==> src/uie_pkg.sv <==
// Purpose: Shared constants for the UART interrupt-enable and wake-up gating block.
// Assumes: 8-bit register port with byte addresses.
// Notes: Register offsets and field positions are used by the top and by software.
`default_nettype none
package uie_pkg;
  localparam int ADDR_W = 8;
  localparam int DATA_W = 8;

  localparam logic [7:0] OFS_CTRL = 8'h00;
  localparam logic [7:0] OFS_STATUS = 8'h04;
  localparam logic [7:0] OFS_MASK = 8'h08;
  localparam logic [7:0] OFS_SOURCE = 8'h0c;
  localparam logic [7:0] OFS_FLAGS = 8'h10;

  localparam int CTRL_EMPTY_EN = 0;
  localparam int CTRL_IDLE_EN = 1;
  localparam int CTRL_RX_EN = 2;
  localparam int CTRL_WAKE = 3;
  localparam int CTRL_CLK_ON = 4;
  localparam int CTRL_W = 5;
  localparam logic [4:0] CTRL_RESET = 5'h10;

  localparam int ST_UART = 0;
  localparam int ST_WAKE = 1;
  localparam int ST_W = 2;
  localparam logic [1:0] ST_RESET = 2'h0;
  localparam logic [1:0] MASK_RESET = 2'h0;

  localparam int SRC_EMPTY = 0;
  localparam int SRC_IDLE = 1;
  localparam int SRC_RX = 2;
  localparam int SRC_WAKE = 3;
  localparam int SRC_W = 4;
  localparam logic [3:0] SRC_RESET = 4'h0;

  localparam int FLG_EMPTY = 0;
  localparam int FLG_IDLE = 1;
  localparam int FLG_RXAV = 2;
  localparam int FLG_OVR = 3;
  localparam int FLG_PIN = 4;
  localparam int FLG_W = 5;
  localparam logic [3:0] FLAG_PREV_RESET = 4'h0;
  localparam logic [2:0] PIN_SYNC_RESET = 3'h7;
endpackage
`default_nettype wire

==> src/uie_evt_if.sv <==
// Purpose: Carries enables and one-cycle set events between the block's modules.
// Assumes: All members run on clk.
// Notes: Each event is a single-cycle pulse.
`timescale 1ns/1ps
`default_nettype none
interface uie_evt_if;
  logic [2:0] enable;
  logic [2:0] flag_set;
  logic wake_enable;
  logic clock_on;
  logic wake_set;
  modport flag_src (input enable, output flag_set);
  modport wake_src (input wake_enable, input clock_on, output wake_set);
  modport sink (output enable, output wake_enable, output clock_on,
    input flag_set, input wake_set);
endinterface
`default_nettype wire

==> src/uie_flag_events.sv <==
// Purpose: Turns rising edges of the UART status flags into gated set events.
// Assumes: Flags come from logic on clk.
// Notes: Output bit order is empty, idle, receive.
`timescale 1ns/1ps
`default_nettype none
module uie_flag_events (
  // Clock and reset
  input wire logic clk,
  input wire logic rst,
  // Raw flags: empty, idle, data available, overrun
  input wire logic [3:0] flags,
  // Event carrier
  uie_evt_if.flag_src evt
);
  logic [3:0] prev;
  logic [3:0] rise;

  always_ff @(posedge clk)
  begin
    if (rst)
      prev <= uie_pkg::FLAG_PREV_RESET;
    else
      prev <= flags;
  end

  genvar i;
  generate
    for (i = 0; i < 4; i++)
    begin : g_rise
      assign rise[i] = flags[i] & ~prev[i];
    end
  endgenerate

  // A disabled source never produces a set event.
  assign evt.flag_set[uie_pkg::SRC_EMPTY] = rise[uie_pkg::FLG_EMPTY]
    & evt.enable[uie_pkg::SRC_EMPTY];
  assign evt.flag_set[uie_pkg::SRC_IDLE] = rise[uie_pkg::FLG_IDLE]
    & evt.enable[uie_pkg::SRC_IDLE];
  assign evt.flag_set[uie_pkg::SRC_RX] = (rise[uie_pkg::FLG_RXAV] | rise[uie_pkg::FLG_OVR])
    & evt.enable[uie_pkg::SRC_RX];
endmodule
`default_nettype wire

==> src/uie_pin_wake.sv <==
// Purpose: Detects a falling edge on the serial pin while the UART clock is off.
// Assumes: The pin is asynchronous and idles high.
// Notes: Two flip-flops synchronise the pin before the edge detector.
`timescale 1ns/1ps
`default_nettype none
module uie_pin_wake (
  // Clock and reset
  input wire logic clk,
  input wire logic rst,
  // Serial pin
  input wire logic rxtx_pin,
  // Event carrier
  uie_evt_if.wake_src evt,
  // Synchronised pin level
  output logic pin_level
);
  logic [2:0] sync;

  always_ff @(posedge clk)
  begin
    if (rst)
      sync <= uie_pkg::PIN_SYNC_RESET;
    else
      sync <= {sync[1:0], rxtx_pin};
  end

  assign pin_level = sync[1];

  // Edges count only with wake-up enabled and the UART clock stopped.
  assign evt.wake_set = sync[2] & ~sync[1] & evt.wake_enable & ~evt.clock_on;
endmodule
`default_nettype wire

==> src/uie_top.sv <==
// Purpose: UART interrupt-enable and pin wake-up gating with a register port.
// Assumes: Status flags arrive on clk; the serial pin is asynchronous.
// Notes: Status and source registers are write-one-to-clear; a set wins over a clear.
//
// Local design decisions: the address map and the address-and-strobe port.
`timescale 1ns/1ps
`default_nettype none
module uie_top (
  // Clock and reset
  input wire logic clk,
  input wire logic rst,
  // Register port
  input wire logic [7:0] addr,
  input wire logic [7:0] wdata,
  input wire logic wr,
  input wire logic rd,
  output logic [7:0] rdata,
  // UART status flags
  input wire logic transmitter_empty_flag,
  input wire logic transmitter_idle_flag,
  input wire logic receive_data_available_flag,
  input wire logic receive_overrun_flag,
  // Serial pin
  input wire logic rxtx_pin,
  // Outputs
  output logic uart_function_clock_enable,
  output logic uart_irq_request,
  output logic irq
);
  uie_evt_if evt ();

  logic [uie_pkg::CTRL_W-1:0] ctrl;
  logic [uie_pkg::ST_W-1:0] status;
  logic [uie_pkg::ST_W-1:0] mask;
  logic [uie_pkg::SRC_W-1:0] source;
  logic [uie_pkg::FLG_W-1:0] flags_view;
  logic pin_level;
  logic wr_ctrl;
  logic wr_status;
  logic wr_mask;
  logic wr_source;
  logic any_flag_set;
  logic [uie_pkg::ST_W-1:0] st_set;
  logic [uie_pkg::SRC_W-1:0] src_set;
  logic [7:0] next_rdata;

  uie_flag_events u_flags (
    .clk(clk),
    .rst(rst),
    .flags({receive_overrun_flag, receive_data_available_flag,
      transmitter_idle_flag, transmitter_empty_flag}),
    .evt(evt.flag_src)
  );

  uie_pin_wake u_wake (
    .clk(clk),
    .rst(rst),
    .rxtx_pin(rxtx_pin),
    .evt(evt.wake_src),
    .pin_level(pin_level)
  );

  // Enables steering the event logic.
  assign evt.enable = ctrl[uie_pkg::CTRL_RX_EN:uie_pkg::CTRL_EMPTY_EN];
  assign evt.wake_enable = ctrl[uie_pkg::CTRL_WAKE];
  assign evt.clock_on = ctrl[uie_pkg::CTRL_CLK_ON];

  assign wr_ctrl = wr && (addr == uie_pkg::OFS_CTRL);
  assign wr_status = wr && (addr == uie_pkg::OFS_STATUS);
  assign wr_mask = wr && (addr == uie_pkg::OFS_MASK);
  assign wr_source = wr && (addr == uie_pkg::OFS_SOURCE);

  // The clock bit changes only by a software write, never by a pin edge.
  always_ff @(posedge clk)
  begin
    if (rst)
      ctrl <= uie_pkg::CTRL_RESET;
    else if (wr_ctrl)
      ctrl <= wdata[uie_pkg::CTRL_W-1:0];
  end

  always_ff @(posedge clk)
  begin
    if (rst)
      mask <= uie_pkg::MASK_RESET;
    else if (wr_mask)
      mask <= wdata[uie_pkg::ST_W-1:0];
  end

  assign any_flag_set = |evt.flag_set;
  assign st_set = {evt.wake_set, any_flag_set};
  assign src_set = {evt.wake_set, evt.flag_set};

  // Sticky status, write one to clear; a set in the same cycle wins.
  always_ff @(posedge clk)
  begin
    if (rst)
      status <= uie_pkg::ST_RESET;
    else
      status <= st_set | (status & ~(wr_status ? wdata[uie_pkg::ST_W-1:0] : 2'h0));
  end

  always_ff @(posedge clk)
  begin
    if (rst)
      source <= uie_pkg::SRC_RESET;
    else
      source <= src_set | (source & ~(wr_source ? wdata[uie_pkg::SRC_W-1:0] : 4'h0));
  end

  assign flags_view = {pin_level, receive_overrun_flag, receive_data_available_flag,
    transmitter_idle_flag, transmitter_empty_flag};

  always_comb
  begin
    next_rdata = 8'h00;
    case (addr)
      uie_pkg::OFS_CTRL: next_rdata = {3'h0, ctrl};
      uie_pkg::OFS_STATUS: next_rdata = {6'h00, status};
      uie_pkg::OFS_MASK: next_rdata = {6'h00, mask};
      uie_pkg::OFS_SOURCE: next_rdata = {4'h0, source};
      uie_pkg::OFS_FLAGS: next_rdata = {3'h0, flags_view};
      default: next_rdata = 8'h00;
    endcase
  end

  always_ff @(posedge clk)
  begin
    if (rst)
      rdata <= 8'h00;
    else if (rd)
      rdata <= next_rdata;
    else
      rdata <= 8'h00;
  end

  assign uart_function_clock_enable = ctrl[uie_pkg::CTRL_CLK_ON];
  assign uart_irq_request = status[uie_pkg::ST_UART];
  // Pin wake-up interrupt reaches irq only while its mask bit is set.
  assign irq = |(status & mask);
endmodule
`default_nettype wire

==> config.mk <==
export PLATFORM = sky130hd
export DESIGN_NAME = uie_top
export DESIGN_NICKNAME = d
export VERILOG_FILES = /design/src/uie_pkg.sv /design/src/uie_evt_if.sv /design/src/uie_flag_events.sv /design/src/uie_pin_wake.sv /design/src/uie_top.sv
export SDC_FILE = /design/constraint.sdc
export NUM_CORES = 1
export LEC_CHECK = 0
export ABC_AREA = 1
export BUFFER_PORTS_ARGS = -buffer_cell sky130_fd_sc_hd__buf_2
export CAP_MARGIN = 10
export CORE_ASPECT_RATIO = 0.6
export CORE_UTILIZATION = 53
export DETAILED_ROUTE_END_ITERATION = 8
export GPL_TIMING_DRIVEN = 0
export PLACE_DENSITY = 0.83
export SYNTH_ARGS = -nofsm -noshare
export SYNTH_HDL_FRONTEND = slang
export SYNTH_SLANG_ARGS = --single-unit
==> constraint.sdc <==
create_clock -name clk -period 1.9 [get_ports clk]
set_clock_uncertainty 0.2 [all_clocks]
set_input_delay 0.38 -clock clk [delete_from_list [all_inputs] [get_ports clk]]
set_output_delay 0.38 -clock clk [all_outputs]
set_load 0.01 [all_outputs]
==> results of run 1 <==
cells by family (layout without fill, tap and decap cells):
group,count (synthesis),after routing,synth area share (%)
and+or+nand+nor,95,95,38.7
DFF,25,25,43.0
other,1,3,0.322
AOI/OAI and AO/OA,19,19,8.70
buffers and inverters,26,59,9.34
sequential cells by signal, summed over array words and instances (netlist names):
name          flops
ctrl              5
status            2
rdata             5
u_wake.sync       3
mask              2
source            4
u_flags.prev      4
worst max path at each step:
stage                          from                    to  slack (ps)  cells after the start
6_report       status[1]$_SDFF_PP0_                   irq         310                      2
4_1_cts        status[1]$_SDFF_PP0_                   irq         300                      2
3_5_place_dp                addr[7]  source[0]$_SDFF_PP0_         330                      7
5_1_grt        mask[1]$_SDFFE_PP0P_                   irq         250                      2
2_1_floorplan               addr[5]  source[0]$_SDFF_PP0_         590                      6
3_3_place_gp                addr[5]  source[0]$_SDFF_PP0_         370                      7
metal layers:
metal	part of all wire (%)	wire length, um	global-route usage, %
met1	44	1180	29.9
met2	46	1240	42.4
met3	9.1	244	6.55
met4	0.64	17	5.23
met5	0	0	0
stage by stage:
stage,cell area (um2),hold WS [ps],std cells,setup slack (ps),util (%)
after global placement,1350,192,225,366,69.3
final,1380,38.0,229,307,70.6
after detailed placement,1350,198,225,329,69.3
after floorplan,1170,189,168,594,-
after CTS,1380,31.7,229,297,70.6
after global routing,1380,25.1,229,254,70.6
worst max-delay path, stage by stage, from the launching register on:
cell	delay (ps)
dfxtp_1	340
a22o_1	220
buf_2	130
power groups by stage:
| stage | Sequential [mW] | Combinational (mW) | Clock, mW |
|---|---|---|---|
| 6_report | 0.534 | 0.0905 | 0.230 |
| 3_5_place_dp | 0.546 | 0.0889 | 0 |
| 5_1_grt | 0.535 | 0.100 | 0.262 |
| 3_3_place_gp | 0.546 | 0.0847 | 0 |
| 2_1_floorplan | 0.545 | 0.0475 | 0 |
| 4_1_cts | 0.534 | 0.0891 | 0.236 |
cell usage in the layout, fill, tap and decap left out:
cell type  count
nand2_1       38
buf_2         29
dfxtp_1       25
nor2_1        23
inv_1         20
nand3_1       20
a21oi_1       10
o21ai_1        5
nor2_4         3
nor2_2         3
clkbuf_1       3
buf_4          3
conb_1         3
clkbuf_4       3
nand2_2        2
o21ai_0        2
or2_2          2
a22o_1         1
inv_2          1
nand2_4        1
nor3_4         1
nor3_2         1
o211ai_1       1
nand4_1        1
layout make-up:
type                    instances  area, um2
plain buffers                   5       30.0
clock buffers                   4       26.3
fillers                       173        573
inverters                      21       78.8
multi-input cells             117        563
flip-flops and latches         25        500
well taps                      28       35.0
repair buffers                 29        145
==> qor.yml, run 1 <==
worst_setup_path:
  cp_max_fo: 3
  ff2ff_path_depth: 3
  timing.rr.end: "status[0]$_SDFF_PP0_"
  critPathKind: "flop to output pin"
  timing.rr.start: "u_flags.prev[3]$_SDFF_PP0_"
  startpoint_type: "flop"
  arrival_ps: 1010
  reg2reg_slack_ps: 720
  crit_path_end_kind: "output pin"
  required_ps: 1320
timing:
  slew_violations: 0
  final.min_clock_period_ps: 1590
  rsz0062_at_grt: "false"
  fin_tns_setup_ps: 0
  setup_viol_count_final: 0
  fin_crit_sh_pct: 83.8
  hold_viol: 0
  fmax_mhz: 628
synthesis:
  yosysWarnings: 0
  synth_top_area_share_pct: 43.0
  synth_area_um2: 1160
  synth_edf_count: 0
  ys_seq_area_share_pct: 43.0
  synthCells: 166
  synth_area_leaders: "dfxtp_1 43%, nand2_1 12%, nand3_1 8.6%"
  synth_top_area_cell: "dfxtp_1"
  ys_ff_latch: 25
  synth.most_common_cell: "nand2_1"
  async_reset_ff_share_pct: 0
  synth_area_per_cell_um2: 7.02
  synthFlopType: "dfxtp_1"
  synth_cell_types: 22
  yosys-top-cells-count: "38 x nand2_1, 25 x dfxtp_1, 23 x nor2_1"
die:
  dieHeight_um: 38.3
  coreArea_um2: 1950
  initial_core_util_pct: 59.7
  die_area_um2: 2400
  row_count: 12
  ios: 36
  die_w_um: 62.5
detailed_routing:
  dr.pass1.iters: 4
  antenna_left: 0
  wirelength_mm: 2.68
  wl_per_cell_um: 11.7
  via_count: 1175
  drcViolationCount: 0
  viasPerCell: 5.13
  drt_iter0_drc: 52
run:
  maxCapViolCount: 0
power:
  switching_share_pct: 24.2
  power.switching_uw: 207
  p_int_uw: 648
  combPwrFrac_pct: 10.6
  ir_worst_vdd_v: 0.000516
  powerDensity_nw_per_um2: 620
  p_total_uw: 855
  leakage_nw: 0.675
  clkPwrFrac_pct: 26.9
  p_seq_share_pct: 62.5
global_routing:
  grt_pass1_vias: 978
  grt_max_degree: 14
  antenna_found_initial: 0
  grt_pass1_wl_mm: 4.26
  grt_overflow: 0
  track_usage_pct: 24.0
clock_tree:
  cts_max_level: 1
  numCtsBuffers: 3
  cts-root-buf: "clkbuf_4"
  cts_setup_buffers: 0
  cts_hold_buffers: 0
  cts_sinks: 25
  clock_latency_ps: 320
  cts_resized: 0
  clock_path_buffers: 2
  cts_tree: "built"
  path_clk_slew_ps: 120
placed_design:
  hpwl_mm: 2.10
  place.gp.congestion: 0.857
  port_buffers: 29
final_layout:
  fin_nets: 227
  antenna_cells: 0
  syn_to_final_growth_pct: 18.4
  drive_gt1_share_pct: 24.4
run_status:
  status: "complete, no violations"
hold_path:
  holdPathStages: 2
  min_from: "rxtx_pin"
  min_path_type: "input port to flop"
  hold_end: "u_wake.sync[0]$_SDFF_PP1_"
(Power assumes the default switching activity.)
==> inputs of run 2 (changes only) <==
--- a/config.mk
+++ b/config.mk
@@ -5,14 +5,14 @@
 export SDC_FILE = /design/constraint.sdc
 export NUM_CORES = 1
 export LEC_CHECK = 0
-export ABC_AREA = 1
+export ABC_AREA = 0
 export BUFFER_PORTS_ARGS = -buffer_cell sky130_fd_sc_hd__buf_2
 export CAP_MARGIN = 10
 export CORE_ASPECT_RATIO = 0.6
-export CORE_UTILIZATION = 53
+export CORE_UTILIZATION = 44
 export DETAILED_ROUTE_END_ITERATION = 8
 export GPL_TIMING_DRIVEN = 0
-export PLACE_DENSITY = 0.83
+export PLACE_DENSITY = 0.74
 export SYNTH_ARGS = -nofsm -noshare
 export SYNTH_HDL_FRONTEND = slang
 export SYNTH_SLANG_ARGS = --single-unit
==> constraint.sdc (replaced) <==
create_clock -name clk -period 1.45 [get_ports clk]
set_clock_uncertainty 0.2 [all_clocks]
set_input_delay 0.29 -clock clk [delete_from_list [all_inputs] [get_ports clk]]
set_output_delay 0.29 -clock clk [all_outputs]
set_load 0.01 [all_outputs]
==> qor.yml, run 2 <==
die:
  dieHeight_um: 41.2  # +7.4%
  initial_core_util_pct: 49.0  # -11 points
  coreArea_um2: 2290  # +18%
  row_count: 13  # +1
  die_w_um: 67.3  # +7.6%
  die_area_um2: 2770  # +16%
  ios: 36  # unchanged
placed_design:
  place.gp.congestion: 0.907  # +5.9%
  hpwl_mm: 1.95  # -7.2%
  port_buffers: 28  # -3.4%
  dp_cells: 178  # -21%
timing:
  fin_crit_sh_pct: 99.1
  final.min_clock_period_ps: 1440
  fmax_mhz: 696
  rsz0062_at_grt: "true"
  slew_violations: 0  # unchanged
  hold_viol: 0  # unchanged
  setup_viol_count_final: 0  # unchanged
synthesis:
  synthCells: 118  # -29%
  synth_edf_count: 0  # unchanged
  ys_ff_latch: 25  # unchanged
  yosys-top-cells-count: "25 x dfxtp_1, 11 x nor2_1, 10 x a21oi_1"
  yosysWarnings: 0  # unchanged
  synth_top_area_cell: "dfxtp_1"
  synth_area_per_cell_um2: 9.53  # +36%
  synth_area_leaders: "dfxtp_1 44%, mux2i_1 6.2%, a21oi_1 4.4%"
  synthFlopType: "dfxtp_1"
  synth.most_common_cell: "dfxtp_1"
  synth_area_um2: 1120  # -3.4%
  synth_top_area_share_pct: 44.5  # +1.5 points
  synth_cell_types: 35  # +59%
  ys_seq_area_share_pct: 44.5  # +1.5 points
  async_reset_ff_share_pct: 0  # unchanged
run:
  maxCapViolCount: 0  # unchanged
clock_tree:
  cts_sinks: 25  # unchanged
  path_clk_slew_ps: 90  # -30 ps
  cts_tree: "built"
  numCtsBuffers: 3  # unchanged
  clock_path_buffers: 2  # unchanged
  clock_latency_ps: 270  # -50 ps
  cts_max_level: 1  # unchanged
  cts_setup_buffers: 0  # unchanged
  cts-root-buf: "clkbuf_8"
detailed_routing:
  dr.pass1.iters: 5  # +1
  wl_per_cell_um: 14.3  # +22%
  antenna_left: 0  # unchanged
  drcViolationCount: 0  # unchanged
  via_count: 1015  # -14%
  wirelength_mm: 2.62  # -2.2%
  viasPerCell: 5.55  # +8.1%
  drt_iter0_drc: 70  # +35%
worst_setup_path:
  critPathKind: "flop to output pin"
  startpoint_type: "flop"
  ff2ff_path_depth: 4  # +1
  required_ps: 960  # -360 ps
  cp_max_fo: 3  # unchanged
  arrival_ps: 950  # -60 ps
  crit_path_end_kind: "output pin"
final_layout:
  antenna_cells: 0  # unchanged
  final_cell_mix: "29 x buf_2, 24 x dfxtp_1, 11 x nor2_1"
  post-route-util_pct: 60.7  # -10 points
  syn_to_final_growth_pct: 23.7
  fin_cells: 183  # -20%
  reg_top3: "ctrl x5, rdata x5"
  fin_nets: 179  # -21%
  drive_gt1_share_pct: 33.3  # +9.0 points
  final_common_cell: "buf_2"
global_routing:
  grt_pass1_vias: 858  # -12%
  grt_max_degree: 15  # +1
  antenna_found_initial: 0  # unchanged
  grt_overflow: 0  # unchanged
  grt_pass1_wl_mm: 4.03  # -5.4%
  track_usage_pct: 21.7  # -2.2 points
power:
  p_total_mw: 1.24  # +45%
  ir_worst_vdd_v: 0.000641  # +24%
  powerDensity_nw_per_um2: 891  # +44%
  leakage_nw: 0.601  # -11%
run_status:
  status: "complete, no violations"
hold_path:
  holdPathStages: 2  # unchanged
  min_path_type: "input port to flop"
run 2: changes by cell type after synthesis, moves of 5 or more:
cell,previous run,this run
o21ai_0,2,7
o21ai_1,5,0
nand3_1,20,6
nand2_1,38,4
inv_1,20,2
mux2i_1,0,7
nor2_1,23,11
run 2: final timing paths:
kind	from	to	slack, ps
worst min-delay path	rst	u_flags.prev[0]$_SDFF_PP0_	20
worst max-delay path	mask[1]$_SDFFE_PP0P_	irq	10
worst max register to register	source[1]$_SDFF_PP0_	rdata[1]$_SDFF_PP0_	160
worst min register to register	u_wake.sync[0]$_SDFF_PP1_	u_wake.sync[1]$_SDFF_PP1_	210
run 2: report_power, final:
group / leakage (nW) / switching (mW) / internal (mW)
combinational: 0.372 / 0.0757 / 0.0547
clock: 0.0255 / 0.218 / 0.192
sequential: 0.204 / 0.00319 / 0.695
total: 0.601 / 0.297 / 0.943
run 2: routing by layer:
layer	routed length, um	part of all wire, %	global-route usage, %	vias up
li1	-	-	-	491
met1	1220	47	27.7	459
met2	1080	41	32.3	59
met3	263	10	8.33	6
met4	48	1.8	11.2	0
met5	0	0	0	-
run 2: per-stage QoR:
| step | hold WS (ps) | worst slack [ps] | TNS [ps] | cell area, um2 |
|---|---|---|---|---|
| after floorplan | 162 | -4.86 | -4.86 | 1140 |
| after global placement | 193 | -263 | -2990 | 1320 |
| after detailed placement | 192 | -333 | -3630 | 1320 |
| after CTS | 9.54 | 3.00 | 0 | 1390 |
| after global routing | 7.44 | -17.2 | -17.2 | 1390 |
| final | 16.0 | 13.1 | 0 | 1390 |
run 2: layout make-up:
type | instances | area (um2)
Multi-Input combinational cell | 85 | 606
Clock buffer | 3 | 41.3
Buffer | 8 | 42.5
Sequential cell | 25 | 502
Clock inverter | 1 | 5.00
Timing Repair Buffer | 29 | 150
Inverter | 2 | 7.51
Fill cell | 200 | 902
Tap cell | 30 | 37.5
run 2: critical path, cell delays in order (launching register included):
cell and delay (ps):
dfxtp_1 340, a22o_1 200, buf_2 130
run 2: kinds of logic (layout without fill, tap and decap cells):
family / Yosys count / in the layout / synth area share, %
compound gates: 24 / 24 / 12.6
flops: 25 / 25 / 44.5
simple gates: 47 / 47 / 27.9
mux: 11 / 11 / 10.2
buf+inv: 10 / 43 / 4.45
other cells: 1 / 3 / 0.333
run 2: repair_timing:
item | CTS | global route
endpoints found under the hold margin | 1 | 0
resized for setup | 2 | 2
hold buffers | 1 | 0
pin swaps | 0 | 0
endpoints found under the setup margin | 5 | 2
